===== config.mk =====
export PLATFORM = sky130hd
export DESIGN_NAME = ecsp_port
export DESIGN_NICKNAME = d
export VERILOG_FILES = /design/src/design/ecsp_pkg.sv /design/src/design/ecsp_port.sv
export VERILOG_INCLUDE_DIRS = /design/src /design/src/design
export SDC_FILE = /design/constraint.sdc
export NUM_CORES = 1
export LEC_CHECK = 0
export BUFFER_PORTS_ARGS = -buffer_cell sky130_fd_sc_hd__buf_2
export CAP_MARGIN = 30
export CELL_PAD_IN_SITES_DETAIL_PLACEMENT = 1
export CELL_PAD_IN_SITES_GLOBAL_PLACEMENT = 1
export CORE_AREA = 2 2 122 124
export DETAILED_ROUTE_END_ITERATION = 7
export DIE_AREA = 0 0 124 126
export GPL_TIMING_DRIVEN = 1
export HOLD_SLACK_MARGIN = 0.12
export PLACE_DENSITY = 0.92
export SYNTH_ARGS = -nofsm -noshare
export SYNTH_HDL_FRONTEND = slang
export SYNTH_SLANG_ARGS = --single-unit

===== constraint.sdc =====
create_clock -name clk -period 6.97 [get_ports clk]
set_input_delay 0.697 -clock clk [delete_from_list [all_inputs] [get_ports clk]]
set_output_delay 0.697 -clock clk [all_outputs]
set_load 0.02 [all_outputs]

===== src/design/ecsp_regs.svh =====
// Register offsets, field positions, reset values and frame constants of the serial configuration port.
`ifndef ECSP_REGS_SVH
`define ECSP_REGS_SVH

// ==========================================================================
// Frame layout
// ==========================================================================
`define ECSP_FRAME_BITS 6'd32
`define ECSP_LAST_BIT 5'd31
`define ECSP_HEADER 12'h001
`define ECSP_HDR_MSB 31
`define ECSP_HDR_LSB 20
`define ECSP_ADR_MSB 19
`define ECSP_ADR_LSB 16

// ==========================================================================
// Register offsets (4-bit addresses)
// ==========================================================================
`define ECSP_ADDR_CONFIG 4'h1
`define ECSP_ADDR_I_OFFSET 4'h2
`define ECSP_ADDR_I_FULL_SCALE 4'h3
`define ECSP_ADDR_Q_OFFSET 4'ha
`define ECSP_ADDR_Q_FULL_SCALE 4'hb
`define ECSP_ADDR_DES_ENABLE 4'hd
`define ECSP_ADDR_DES_COARSE 4'he
`define ECSP_ADDR_DES_FINE 4'hf

// ==========================================================================
// Field positions
// ==========================================================================
`define ECSP_CFG_PHASE 11
`define ECSP_CFG_RATE_N 10
`define ECSP_CFG_LEVEL 9
`define ECSP_CFG_EDGE 8
`define ECSP_ADJ_MSB 15
`define ECSP_ADJ_LSB 7
`define ECSP_DES_EN 15
`define ECSP_DES_AUTO 14
`define ECSP_DES_QSEL 13

// ==========================================================================
// Reset values
// ==========================================================================
`define ECSP_RST_CONFIG 16'hb2ff
`define ECSP_RST_OFFSET 16'h0000
`define ECSP_RST_FULL_SCALE 16'h8000
`define ECSP_RST_DES_ENABLE 16'h3fff
`define ECSP_RST_DES_ADJ 16'h0000

`endif


===== src/design/ecsp_pkg.sv =====
// Types shared by the serial configuration port design.
package ecsp_pkg;

    // ======================================================================
    // Types
    // ======================================================================
    typedef logic [3:0] ecsp_addr_t;   // Register address.
    typedef logic [15:0] ecsp_word_t;  // Register value.
    typedef logic [8:0] ecsp_adj_t;    // Nine-bit trim code (512 steps).

    // Receiver frame state.
    typedef enum logic [0:0]
    {
        ECSP_IDLE = 1'b0,
        ECSP_SHIFT = 1'b1
    } ecsp_frame_state_t;

endpackage : ecsp_pkg


===== src/design/ecsp_port.sv =====
// Extended control serial port: mode selection, frame receiver and write-only register bank.
`include "ecsp_regs.svh"

module ecsp_port
(
    input wire logic clk,                            // System clock, 10 MHz.
    input wire logic rst_n,                          // Synchronous reset, active low.
    input wire logic ext_ctrl_strap,                 // High when the mode pin selects extended control.
    input wire logic range_or_ext_ctrl_select,       // Normal mode range level: high selects the wide range.
    input wire logic rate_pin,                       // Normal mode: high selects double rate.
    input wire logic edge_pin,                       // Normal mode: high means data changes on rising edge.
    input wire logic level_pin,                      // Normal mode: high selects normal amplitude.
    input wire logic cal_des_pin,                    // Normal mode: long calibration delay and dual-edge enable.
    input wire logic sclk,                           // Serial clock from the host.
    input wire logic serial_select_n,                // Serial select, active low.
    input wire logic serial_data_in,                 // Serial data, MSB first.
    output logic ddr_mode,                           // Double-rate output clocking in force.
    output logic ddr_phase_90,                       // Double-rate clock placed mid bit-cell.
    output logic sdr_rise_edge,                      // Single-rate data changes on rising clock edge.
    output logic level_normal,                       // Normal output amplitude in force.
    output logic cal_delay_long,                     // Long power-on calibration delay in force.
    output logic range_wide,                         // Normal mode wide range selected for both channels.
    output logic adjust_enable,                      // Full-scale and offset trims in force.
    output ecsp_pkg::ecsp_adj_t full_scale_i,        // I channel full-scale trim.
    output ecsp_pkg::ecsp_adj_t full_scale_q,        // Q channel full-scale trim.
    output ecsp_pkg::ecsp_adj_t offset_i,            // I channel offset trim.
    output ecsp_pkg::ecsp_adj_t offset_q,            // Q channel offset trim.
    output logic dual_edge_enable,                   // Dual-edge sampling in force.
    output logic dual_edge_q_select,                 // Dual-edge sampling takes the Q input.
    output logic dual_edge_auto_phase,               // Automatic dual-edge clock phase control.
    output ecsp_pkg::ecsp_word_t dual_edge_coarse,   // Manual coarse phase value.
    output ecsp_pkg::ecsp_word_t dual_edge_fine,     // Manual fine phase value.
    output logic write_pulse,                        // One-cycle pulse when a valid frame lands.
    output logic frame_error                         // One-cycle pulse when a frame header is wrong.
);
    import ecsp_pkg::*;

    // ======================================================================
    // Input synchronisers
    // ======================================================================
    logic [1:0] sclk_sync;    // Serial clock chain.
    logic [1:0] sel_sync;     // Select chain.
    logic [1:0] data_sync;    // Data chain.
    logic [1:0] mode_sync;    // Mode strap chain.
    logic [4:0] pin_sync1;    // First stage of the static pins.
    logic [4:0] pin_sync2;    // Second stage of the static pins.
    logic sclk_prev;          // Delayed synced clock for edge finding.
    logic ext_mode;           // Extended control mode is selected.
    logic sclk_rise;          // One-cycle mark of a serial clock rise.

    // Every pin crosses two flops; only the second stage and its sclk_prev copy feed logic.
    always_ff @(posedge clk)
    begin
        sclk_sync <= {sclk_sync[0], sclk};
        sel_sync <= {sel_sync[0], serial_select_n};
        data_sync <= {data_sync[0], serial_data_in};
        mode_sync <= {mode_sync[0], ext_ctrl_strap};
        pin_sync1 <= {range_or_ext_ctrl_select, rate_pin, edge_pin, level_pin, cal_des_pin};
        pin_sync2 <= pin_sync1;
        sclk_prev <= sclk_sync[1];
    end

    assign ext_mode = mode_sync[1];
    assign sclk_rise = sclk_sync[1] & ~sclk_prev;

    // ======================================================================
    // Frame receiver
    // ======================================================================
    ecsp_frame_state_t state;     // Receiver state.
    logic [4:0] bit_count;        // Bits taken so far in this frame.
    logic [31:0] shift;           // Incoming frame, MSB first.
    logic [31:0] frame;           // Complete frame including the last bit.
    logic frame_done;             // The 32nd bit arrives this cycle.
    logic header_ok;              // Complete frame carries the fixed header.
    ecsp_addr_t frame_addr;       // Address field of the complete frame.

    assign frame = {shift[30:0], data_sync[1]};
    assign frame_done = (state == ECSP_SHIFT) && sclk_rise && !sel_sync[1] && (bit_count == `ECSP_LAST_BIT);
    assign header_ok = (frame[`ECSP_HDR_MSB:`ECSP_HDR_LSB] == `ECSP_HEADER);
    assign frame_addr = frame[`ECSP_ADR_MSB:`ECSP_ADR_LSB];

    // Shift on each serial clock rise while selected; select high resynchronises.
    // Normal mode holds the receiver idle so pin noise cannot reach the bank.
    always_ff @(posedge clk)
    begin
        if (!rst_n || !ext_mode)
        begin
            state <= ECSP_IDLE;
            bit_count <= 5'd0;
            shift <= 32'h0000_0000;
        end
        else
        begin
            case (state)
                ECSP_IDLE:
                begin
                    // Wait for select; the first rise is taken in the next state.
                    bit_count <= 5'd0;
                    if (!sel_sync[1])
                    begin
                        state <= ECSP_SHIFT;
                    end
                end
                ECSP_SHIFT:
                begin
                    if (sel_sync[1])
                    begin
                        state <= ECSP_IDLE;
                        bit_count <= 5'd0;
                    end
                    else if (sclk_rise)
                    begin
                        // Count wraps after 32 bits so the next frame starts at once.
                        shift <= frame;
                        bit_count <= bit_count + 5'd1;
                    end
                end
                default:
                begin
                    state <= ECSP_IDLE;
                end
            endcase
        end
    end

    // ======================================================================
    // Register bank (write-only, eight entries)
    // ======================================================================
    localparam int NREG = 8;
    localparam logic [NREG*4-1:0] REG_ADDRS = {`ECSP_ADDR_DES_FINE, `ECSP_ADDR_DES_COARSE,
        `ECSP_ADDR_DES_ENABLE, `ECSP_ADDR_Q_FULL_SCALE, `ECSP_ADDR_Q_OFFSET,
        `ECSP_ADDR_I_FULL_SCALE, `ECSP_ADDR_I_OFFSET, `ECSP_ADDR_CONFIG};
    localparam logic [NREG*16-1:0] REG_RESETS = {`ECSP_RST_DES_ADJ, `ECSP_RST_DES_ADJ,
        `ECSP_RST_DES_ENABLE, `ECSP_RST_FULL_SCALE, `ECSP_RST_OFFSET,
        `ECSP_RST_FULL_SCALE, `ECSP_RST_OFFSET, `ECSP_RST_CONFIG};

    ecsp_word_t regs [NREG];  // Bank; there is deliberately no path that reads it back out.
    logic [NREG-1:0] hit;     // Per-entry address match.

    // One entry per register; addresses with no entry match nothing and are dropped.
    genvar k;
    generate
        for (k = 0; k < NREG; k++)
        begin : g_reg
            assign hit[k] = (frame_addr == REG_ADDRS[k*4 +: 4]);
            always_ff @(posedge clk)
            begin
                if (!rst_n)
                begin
                    regs[k] <= REG_RESETS[k*16 +: 16];
                end
                else if (frame_done && header_ok && hit[k])
                begin
                    regs[k] <= frame[15:0];
                end
            end
        end
    endgenerate

    // Status pulses for a landed frame or a rejected header.
    always_ff @(posedge clk)
    begin
        if (!rst_n)
        begin
            write_pulse <= 1'b0;
            frame_error <= 1'b0;
        end
        else
        begin
            write_pulse <= frame_done && header_ok;
            frame_error <= frame_done && !header_ok;
        end
    end

    // ======================================================================
    // Effective settings
    // ======================================================================
    ecsp_word_t cfg;  // Configuration register.
    ecsp_word_t des;  // Dual-edge enable register.
    assign cfg = regs[0];
    assign des = regs[5];

    // Rate, edge, level and dual-edge enable come from a pin in normal mode and a register bit in extended mode.
    // The registers keep their values in normal mode but steer nothing there.
    always_ff @(posedge clk)
    begin
        if (!rst_n)
        begin
            ddr_mode <= 1'b0;
            ddr_phase_90 <= 1'b0;
            sdr_rise_edge <= 1'b0;
            level_normal <= 1'b0;
            cal_delay_long <= 1'b0;
            range_wide <= 1'b0;
            dual_edge_enable <= 1'b0;
            dual_edge_q_select <= 1'b0;
        end
        else if (ext_mode)
        begin
            ddr_mode <= !cfg[`ECSP_CFG_RATE_N];
            ddr_phase_90 <= cfg[`ECSP_CFG_PHASE];
            sdr_rise_edge <= cfg[`ECSP_CFG_EDGE];
            level_normal <= cfg[`ECSP_CFG_LEVEL];
            cal_delay_long <= 1'b0;
            range_wide <= 1'b0;
            dual_edge_enable <= des[`ECSP_DES_EN];
            dual_edge_q_select <= des[`ECSP_DES_QSEL];
        end
        else
        begin
            ddr_mode <= pin_sync2[3];
            ddr_phase_90 <= 1'b0;
            sdr_rise_edge <= pin_sync2[2];
            level_normal <= pin_sync2[1];
            cal_delay_long <= pin_sync2[0];
            range_wide <= pin_sync2[4];
            dual_edge_enable <= pin_sync2[0];
            dual_edge_q_select <= 1'b0;
        end
    end

    // Trim and phase values; zeroed in normal mode where trims do not exist.
    always_ff @(posedge clk)
    begin
        if (!rst_n || !ext_mode)
        begin
            adjust_enable <= 1'b0;
            full_scale_i <= 9'h000;
            full_scale_q <= 9'h000;
            offset_i <= 9'h000;
            offset_q <= 9'h000;
            dual_edge_auto_phase <= 1'b0;
            dual_edge_coarse <= 16'h0000;
            dual_edge_fine <= 16'h0000;
        end
        else
        begin
            adjust_enable <= 1'b1;
            full_scale_i <= regs[2][`ECSP_ADJ_MSB:`ECSP_ADJ_LSB];
            full_scale_q <= regs[4][`ECSP_ADJ_MSB:`ECSP_ADJ_LSB];
            offset_i <= regs[1][`ECSP_ADJ_MSB:`ECSP_ADJ_LSB];
            offset_q <= regs[3][`ECSP_ADJ_MSB:`ECSP_ADJ_LSB];
            dual_edge_auto_phase <= des[`ECSP_DES_AUTO];
            dual_edge_coarse <= regs[6];
            dual_edge_fine <= regs[7];
        end
    end

    // ======================================================================
    // Assertions
    // ======================================================================
    property p_normal_idle;
        @(posedge clk) disable iff (!rst_n) !ext_mode |=> (state == ECSP_IDLE) && (bit_count == 5'd0);
    endproperty
    a_normal_idle: assert property (p_normal_idle) else $error("receiver active in normal mode");

    property p_rate_source;
        // The antecedent skips the release edge, where the output still holds its reset value.
        @(posedge clk) disable iff (!rst_n)
            rst_n |=> ddr_mode == ($past(ext_mode) ? !$past(cfg[`ECSP_CFG_RATE_N]) : $past(pin_sync2[3]));
    endproperty
    a_rate_source: assert property (p_rate_source) else $error("rate select from wrong source");

    property p_phase_normal;
        @(posedge clk) disable iff (!rst_n) !ext_mode |=> !ddr_phase_90;
    endproperty
    a_phase_normal: assert property (p_phase_normal) else $error("phase not zero in normal mode");

    property p_short_delay;
        @(posedge clk) disable iff (!rst_n) ext_mode ##1 ext_mode |-> !cal_delay_long;
    endproperty
    a_short_delay: assert property (p_short_delay) else $error("long delay in extended mode");

    property p_no_offset_normal;
        @(posedge clk) disable iff (!rst_n) !ext_mode |=> !adjust_enable && (offset_i == 9'h000);
    endproperty
    a_no_offset_normal: assert property (p_no_offset_normal) else $error("offset active in normal mode");

    property p_write_cause;
        @(posedge clk) disable iff (!rst_n) write_pulse |-> $past(frame_done) && $past(header_ok);
    endproperty
    a_write_cause: assert property (p_write_cause) else $error("write without valid frame");

    property p_frame_length;
        @(posedge clk) disable iff (!rst_n) frame_done |=> (bit_count == 5'd0);
    endproperty
    a_frame_length: assert property (p_frame_length) else $error("frame length not 32");

    property p_reserved_drop;
        @(posedge clk) disable iff (!rst_n) (frame_done && hit == '0) |=> $stable(cfg) && $stable(des);
    endproperty
    a_reserved_drop: assert property (p_reserved_drop) else $error("reserved write changed bank");

    property p_reset_defaults;
        @(posedge clk) !rst_n |=> (cfg == `ECSP_RST_CONFIG) && (des == `ECSP_RST_DES_ENABLE);
    endproperty
    a_reset_defaults: assert property (p_reset_defaults) else $error("bad power-on defaults");

    c_good_frame: cover property (@(posedge clk) disable iff (!rst_n) write_pulse);
    c_bad_header: cover property (@(posedge clk) disable iff (!rst_n) frame_error);
    c_back_to_back: cover property (@(posedge clk) disable iff (!rst_n)
        write_pulse ##[1:300] write_pulse);
    c_des_on: cover property (@(posedge clk) disable iff (!rst_n) ext_mode && dual_edge_enable);

endmodule : ecsp_port


Word level (Yosys, flattened, before mapping)
Memory sizes are Yosys's and may differ from the RTL's. A register that Yosys moved wholly into a read port is not among the register bits.
Cells that the tools add are included.
{ "word_totals": {"n_memories": 1, "rom_bits": 0, "output_inout_bits": 80, "inputBits": 11, "ff_bits": 68, "latchBits": 0, "ram_bits": 128, "wordCells": 112} }
{ "memory_table": {"columns": ["name", "words", "width", "rd", "rd_clocked_by_memory_dff", "write_ports", "line", "rtl"], "rows": [
  ["regs", 8, 16, 8, 6, 8, "ecsp_port.sv:137", "ecsp_word_t regs [NREG];"]
]} }
{ "classes": {"n_bitwise": 13, "mux": 42, "n_eq_ne": 11, "reduce_logical": 22, "n_shift": 0, "n_mul": 0, "n_addsub": 1, "div": 0, "magnitude_cmp": 0} }
{ "op_table": {"columns": ["operator", "count"], "rows": [
  ["16-bit two-way mux", 8],
  ["1-bit two-way mux", 31],
  ["4-bit == test, second input constant", 5],
  ["1-bit logical AND", 13],
  ["12-bit by 1-bit == test with 1-bit output, second input constant", 1],
  ["5-bit two-way mux", 2],
  ["5-bit one-hot mux with 2 select lines", 1],
  ["4-bit by 2-bit == test with 1-bit output, second input constant", 2],
  ["1-bit bitwise OR", 8],
  ["5-bit by 1-bit adder with 5-bit output, second input constant", 1],
  ["5-bit == test, second input constant", 1],
  ["1-bit logical NOT", 5],
  ["4-bit by 1-bit == test with 1-bit output, second input constant", 1],
  ["1-bit NOT", 4],
  ["3-bit != test, second input constant", 1],
  ["3-bit AND reduction", 1],
  ["2-bit AND reduction", 1],
  ["2-bit OR reduction", 1],
  ["1-bit AND", 1],
  ["1-bit logical OR", 1]
]} }

Depth between registers and ports, before layout
{ "depth": {"depth_word": 11, "mapped_depth": 10, "depth_no_buf": 6} }

Worst setup path before layout
Ideal clock, no wire load.
{ "synth_path": {"path_type": "flip-flop to flip-flop", "start": "register shift[22]", "end": "memory regs[6][0] (netlist name), enable pin", "period_less_slack_ns": 2.691, "stages_incl_launch_ff": 4, "path_buffers": 0, "setup_ns": 0.411, "arrival_time_ns": 2.280, "path_slack_ns": 4.279, "required_time_ns": 6.559, "path_cell_list": "dfxtp_1 > nor4_4 > nand4_1 > o21ai_0"} }
{ "synth_lines": {"columns": ["item", "line", "rtl"], "rows": [
  ["start: declaration", "ecsp_port.sv:71", "logic [31:0] shift;"],
  ["start signal: assignment", "ecsp_port.sv:114", "shift <= frame;"],
  ["end: declaration", "ecsp_port.sv:137", null]
]} }

==> reports/results.ini <==
[floorplan]
dieArea_um2=15600
fp.dieH_um=126
dieWidth_um=124
start_util_pct=48.0
ioPinCount=91
core_region_area_um2=14300
num_rows=44

[clocking]
cts_hold_buf=0
path_clk_slew_ps=60
root_buffer=clkbuf_16
cts_tree=built
post_cts_buffers=0
ctsResizeCount=0
h-tree-depth=1
cts_buffers=22
cts.sinks=211
insertion_delay_ps=510
clock_path_buffers=3

[detailed_routing]
drt_pass1_iterations=5
routed_wl_mm=17.6
drtIter0Drc=415
wl_per_cell_um=20.4
vias=4761
drcViolationCount=0
ant_nets=0
vias_per_cell=5.50

[yosys]
ys_seq_area_share_pct=72.4
synth_top_area_share_pct=39.6
synth.cell_area_um2=6870
syn-num-nets=592
synth_cells=579
synth_seq_cells=211
yosys.area.top_type=dfxtp_1
synth_area_leaders=dfxtp_1 (40%), edfxtp_1 (33%), and3_1 (6.6%), nand2_1 (3.9%), nor2_1 (3.2%)
synth_cell_types=33
synth_warnings=0
syn_avg_cell_area_um2=11.9

[global_route]
grt-ovfl-total=0
grt_start_max_net_pins=87
grt_antenna_before_repair=0
grt_pass1_wl_mm=27.8
grt_pass1_vias=5036
track_usage_pct=23.3

[pwr]
clkPwrFrac_pct=45.2
netSwitchingPower_mw=0.555
p_leak_nw=3.36
p_sw_share_pct=21.3
power_frac_comb_pct=3.7
power_frac_seq_pct=51.2
ir_drop_mv=0.159
power_density_nw_per_um2=316
cellInternalPower_mw=2.06

[sta]
period_share_pct=41.5
tightestPinTransition_ps=995
slew_headroom_pct=33.5
whs_ps=298
setup-tns-final_ps=0
drv_slew=0
max_freq_mhz=345
fin_skew_ps=17.3
fin_crit_ps=2900
rsz0062_at_grt=no
final_hold_viol_count=0
setup_viol=0

[job]
drv_cap=0

[cells_and_area]
area_growth_pct=20.4
drive_above_1_share_pct=20.7
final_nets=679
post-route-util_pct=57.8
antennaDiodeCount=0

[critical_path]
cp-endpoint=regs[5][13]$_SDFFCE_PN1P_
regToRegSetupSlack_ps=4070
rr_worst_depth=6
crit_fanout=21
cp.required_ps=7200
cp-start-kind=register
setup.worst_path.class=register to register
r2r-start=bit_count[0]$_SDFFE_PN0P_
cp-startpoint=bit_count[0]$_SDFFE_PN0P_
r2r-end=regs[5][13]$_SDFFCE_PN1P_
cp-end-kind=register
cp.arrival_ps=3120

[place]
io_buffer_count=90
hpwl_mm=10.5
gp_congestion=0.783

[run_status]
status=complete, no violations

[min_path]
hold_path_class=primary input to register

-- sequential cells by signal, summed over array words and instances (netlist names), 2 cells and up --
signal and cells:
pin_sync1 5, regs 75, full_scale_i 9, data_sync 2
full_scale_q 9, offset_q 9, pin_sync2 5, dual_edge_coarse 16
mode_sync 2, sclk_sync 2, bit_count 5, offset_i 9
shift 31, dual_edge_fine 16, sel_sync 2
-- worst min path at each step --
stage / cells past startpoint / slack [ps] / startpoint / to
6_report: 1 / 300 / range_or_ext_ctrl_select / pin_sync1[4]$_DFF_P_
5_1_grt: 1 / 290 / range_or_ext_ctrl_select / pin_sync1[4]$_DFF_P_
4_1_cts: 1 / 290 / ext_ctrl_strap / mode_sync[0]$_DFF_P_
3_5_place_dp: 0 / 310 / pin_sync1[3]$_DFF_P_ / pin_sync2[3]$_DFF_P_
3_3_place_gp: 0 / 310 / mode_sync[0]$_DFF_P_ / mode_sync[1]$_DFF_P_
2_1_floorplan: 0 / 310 / data_sync[0]$_DFF_P_ / data_sync[1]$_DFF_P_
-- power by group through the flow --
stage	sequential (mW)	combinational, mW	clock, mW
floorplan	1.38	0.0329	0
finish	1.34	0.0957	1.18
global route	1.34	0.103	1.24
global placement	1.36	0.0835	0
detailed placement	1.37	0.0877	0
CTS	1.34	0.0900	1.20
-- per-layer routing --
layer / GRT usage (%) / up-vias / wire (um)
li1: - / 2177 / -
met1: 28.7 / 2291 / 6650
met2: 40.5 / 245 / 8990
met3: 3.71 / 48 / 1360
met4: 9.72 / 0 / 652
met5: 0 / - / 0
-- cell usage after synthesis --
| master | count |
|---|---|
| or2_2 | 1 |
| nor4_4 | 2 |
| nand2_1 | 71 |
| buf_2 | 2 |
| and3b_1 | 2 |
| and2_1 | 2 |
| a21o_1 | 1 |
| inv_1 | 9 |
| nand3b_1 | 2 |
| nor2b_1 | 4 |
| edfxtp_1 | 75 |
| dfxtp_1 | 136 |
| and3_1 | 72 |
| nand4bb_1 | 1 |
| ha_1 | 2 |
| nand3_1 | 13 |
| nand2b_1 | 1 |
| xor2_1 | 2 |
| nor4b_1 | 1 |
| and4_1 | 1 |
| o21ai_0 | 9 |
| nor4bb_1 | 3 |
| or4_1 | 2 |
| nor2_1 | 59 |
| a21oi_1 | 32 |
| and4b_1 | 2 |
| or3_1 | 3 |
| buf_1 | 1 |
| nand4_1 | 9 |
| nor3_1 | 19 |
| nor4b_4 | 1 |
| mux2i_1 | 5 |
| clkbuf_1 | 34 |
-- critical path: stages, from the launching register on --
cell and delay [ps]:
dfxtp_1 380, ha_1 200, and3_1 170, ha_1 360
and2_1 410, nand2_1 510, or4_1 590
-- cell usage in the layout, fill, tap and decap left out, drive strengths merged, types with 3 or more instances in the layout --
| cell | instances |
|---|---|
| inv | 10 |
| buf | 100 |
| nor2 | 59 |
| or3 | 3 |
| nor4bb | 3 |
| clkinv | 8 |
| nor2b | 4 |
| mux2i | 5 |
| clkbuf | 30 |
| dfxtp | 136 |
| nand4 | 9 |
| a21oi | 32 |
| nor3 | 19 |
| and3 | 72 |
| nand2 | 71 |
| o21ai | 9 |
| nand3 | 13 |
| edfxtp | 75 |
-- cell families after synthesis --
kind of cell | count (synthesis) | synth area share [%]
buffers and inverters | 46 | 2.55
adder cells (fa/ha/maj) | 2 | 0.364
AND/OR/NAND/NOR | 271 | 20.6
flip-flops | 211 | 72.4
AO/OA/AOI/OAI | 42 | 3.10
multiplexers | 5 | 0.728
XOR/XNOR | 2 | 0.255
-- stage by stage --
stage               power (mW)  cell area [um^2]  std cells  setup WS [ps]
floorplan                 1.41              6870        579           4280
global placement          1.44              7470        822           3880
detailed placement        1.45              7490        824           3610
CTS                       2.63              8230        864           4070
global route              2.68              8270        866           3880
finish                    2.61              8270        866           4070
-- area by class of cell --
class / count / area (um^2)
fill: 1482 / 6040
clock inverter: 10 / 76.3
clock buffer: 30 / 664
tap: 184 / 230
multi-input combinational: 322 / 1740
sequential: 211 / 4980
inverter: 9 / 33.8
timing repair buffer: 100 / 556
Note: power is estimated with default switching activity, not from simulation.
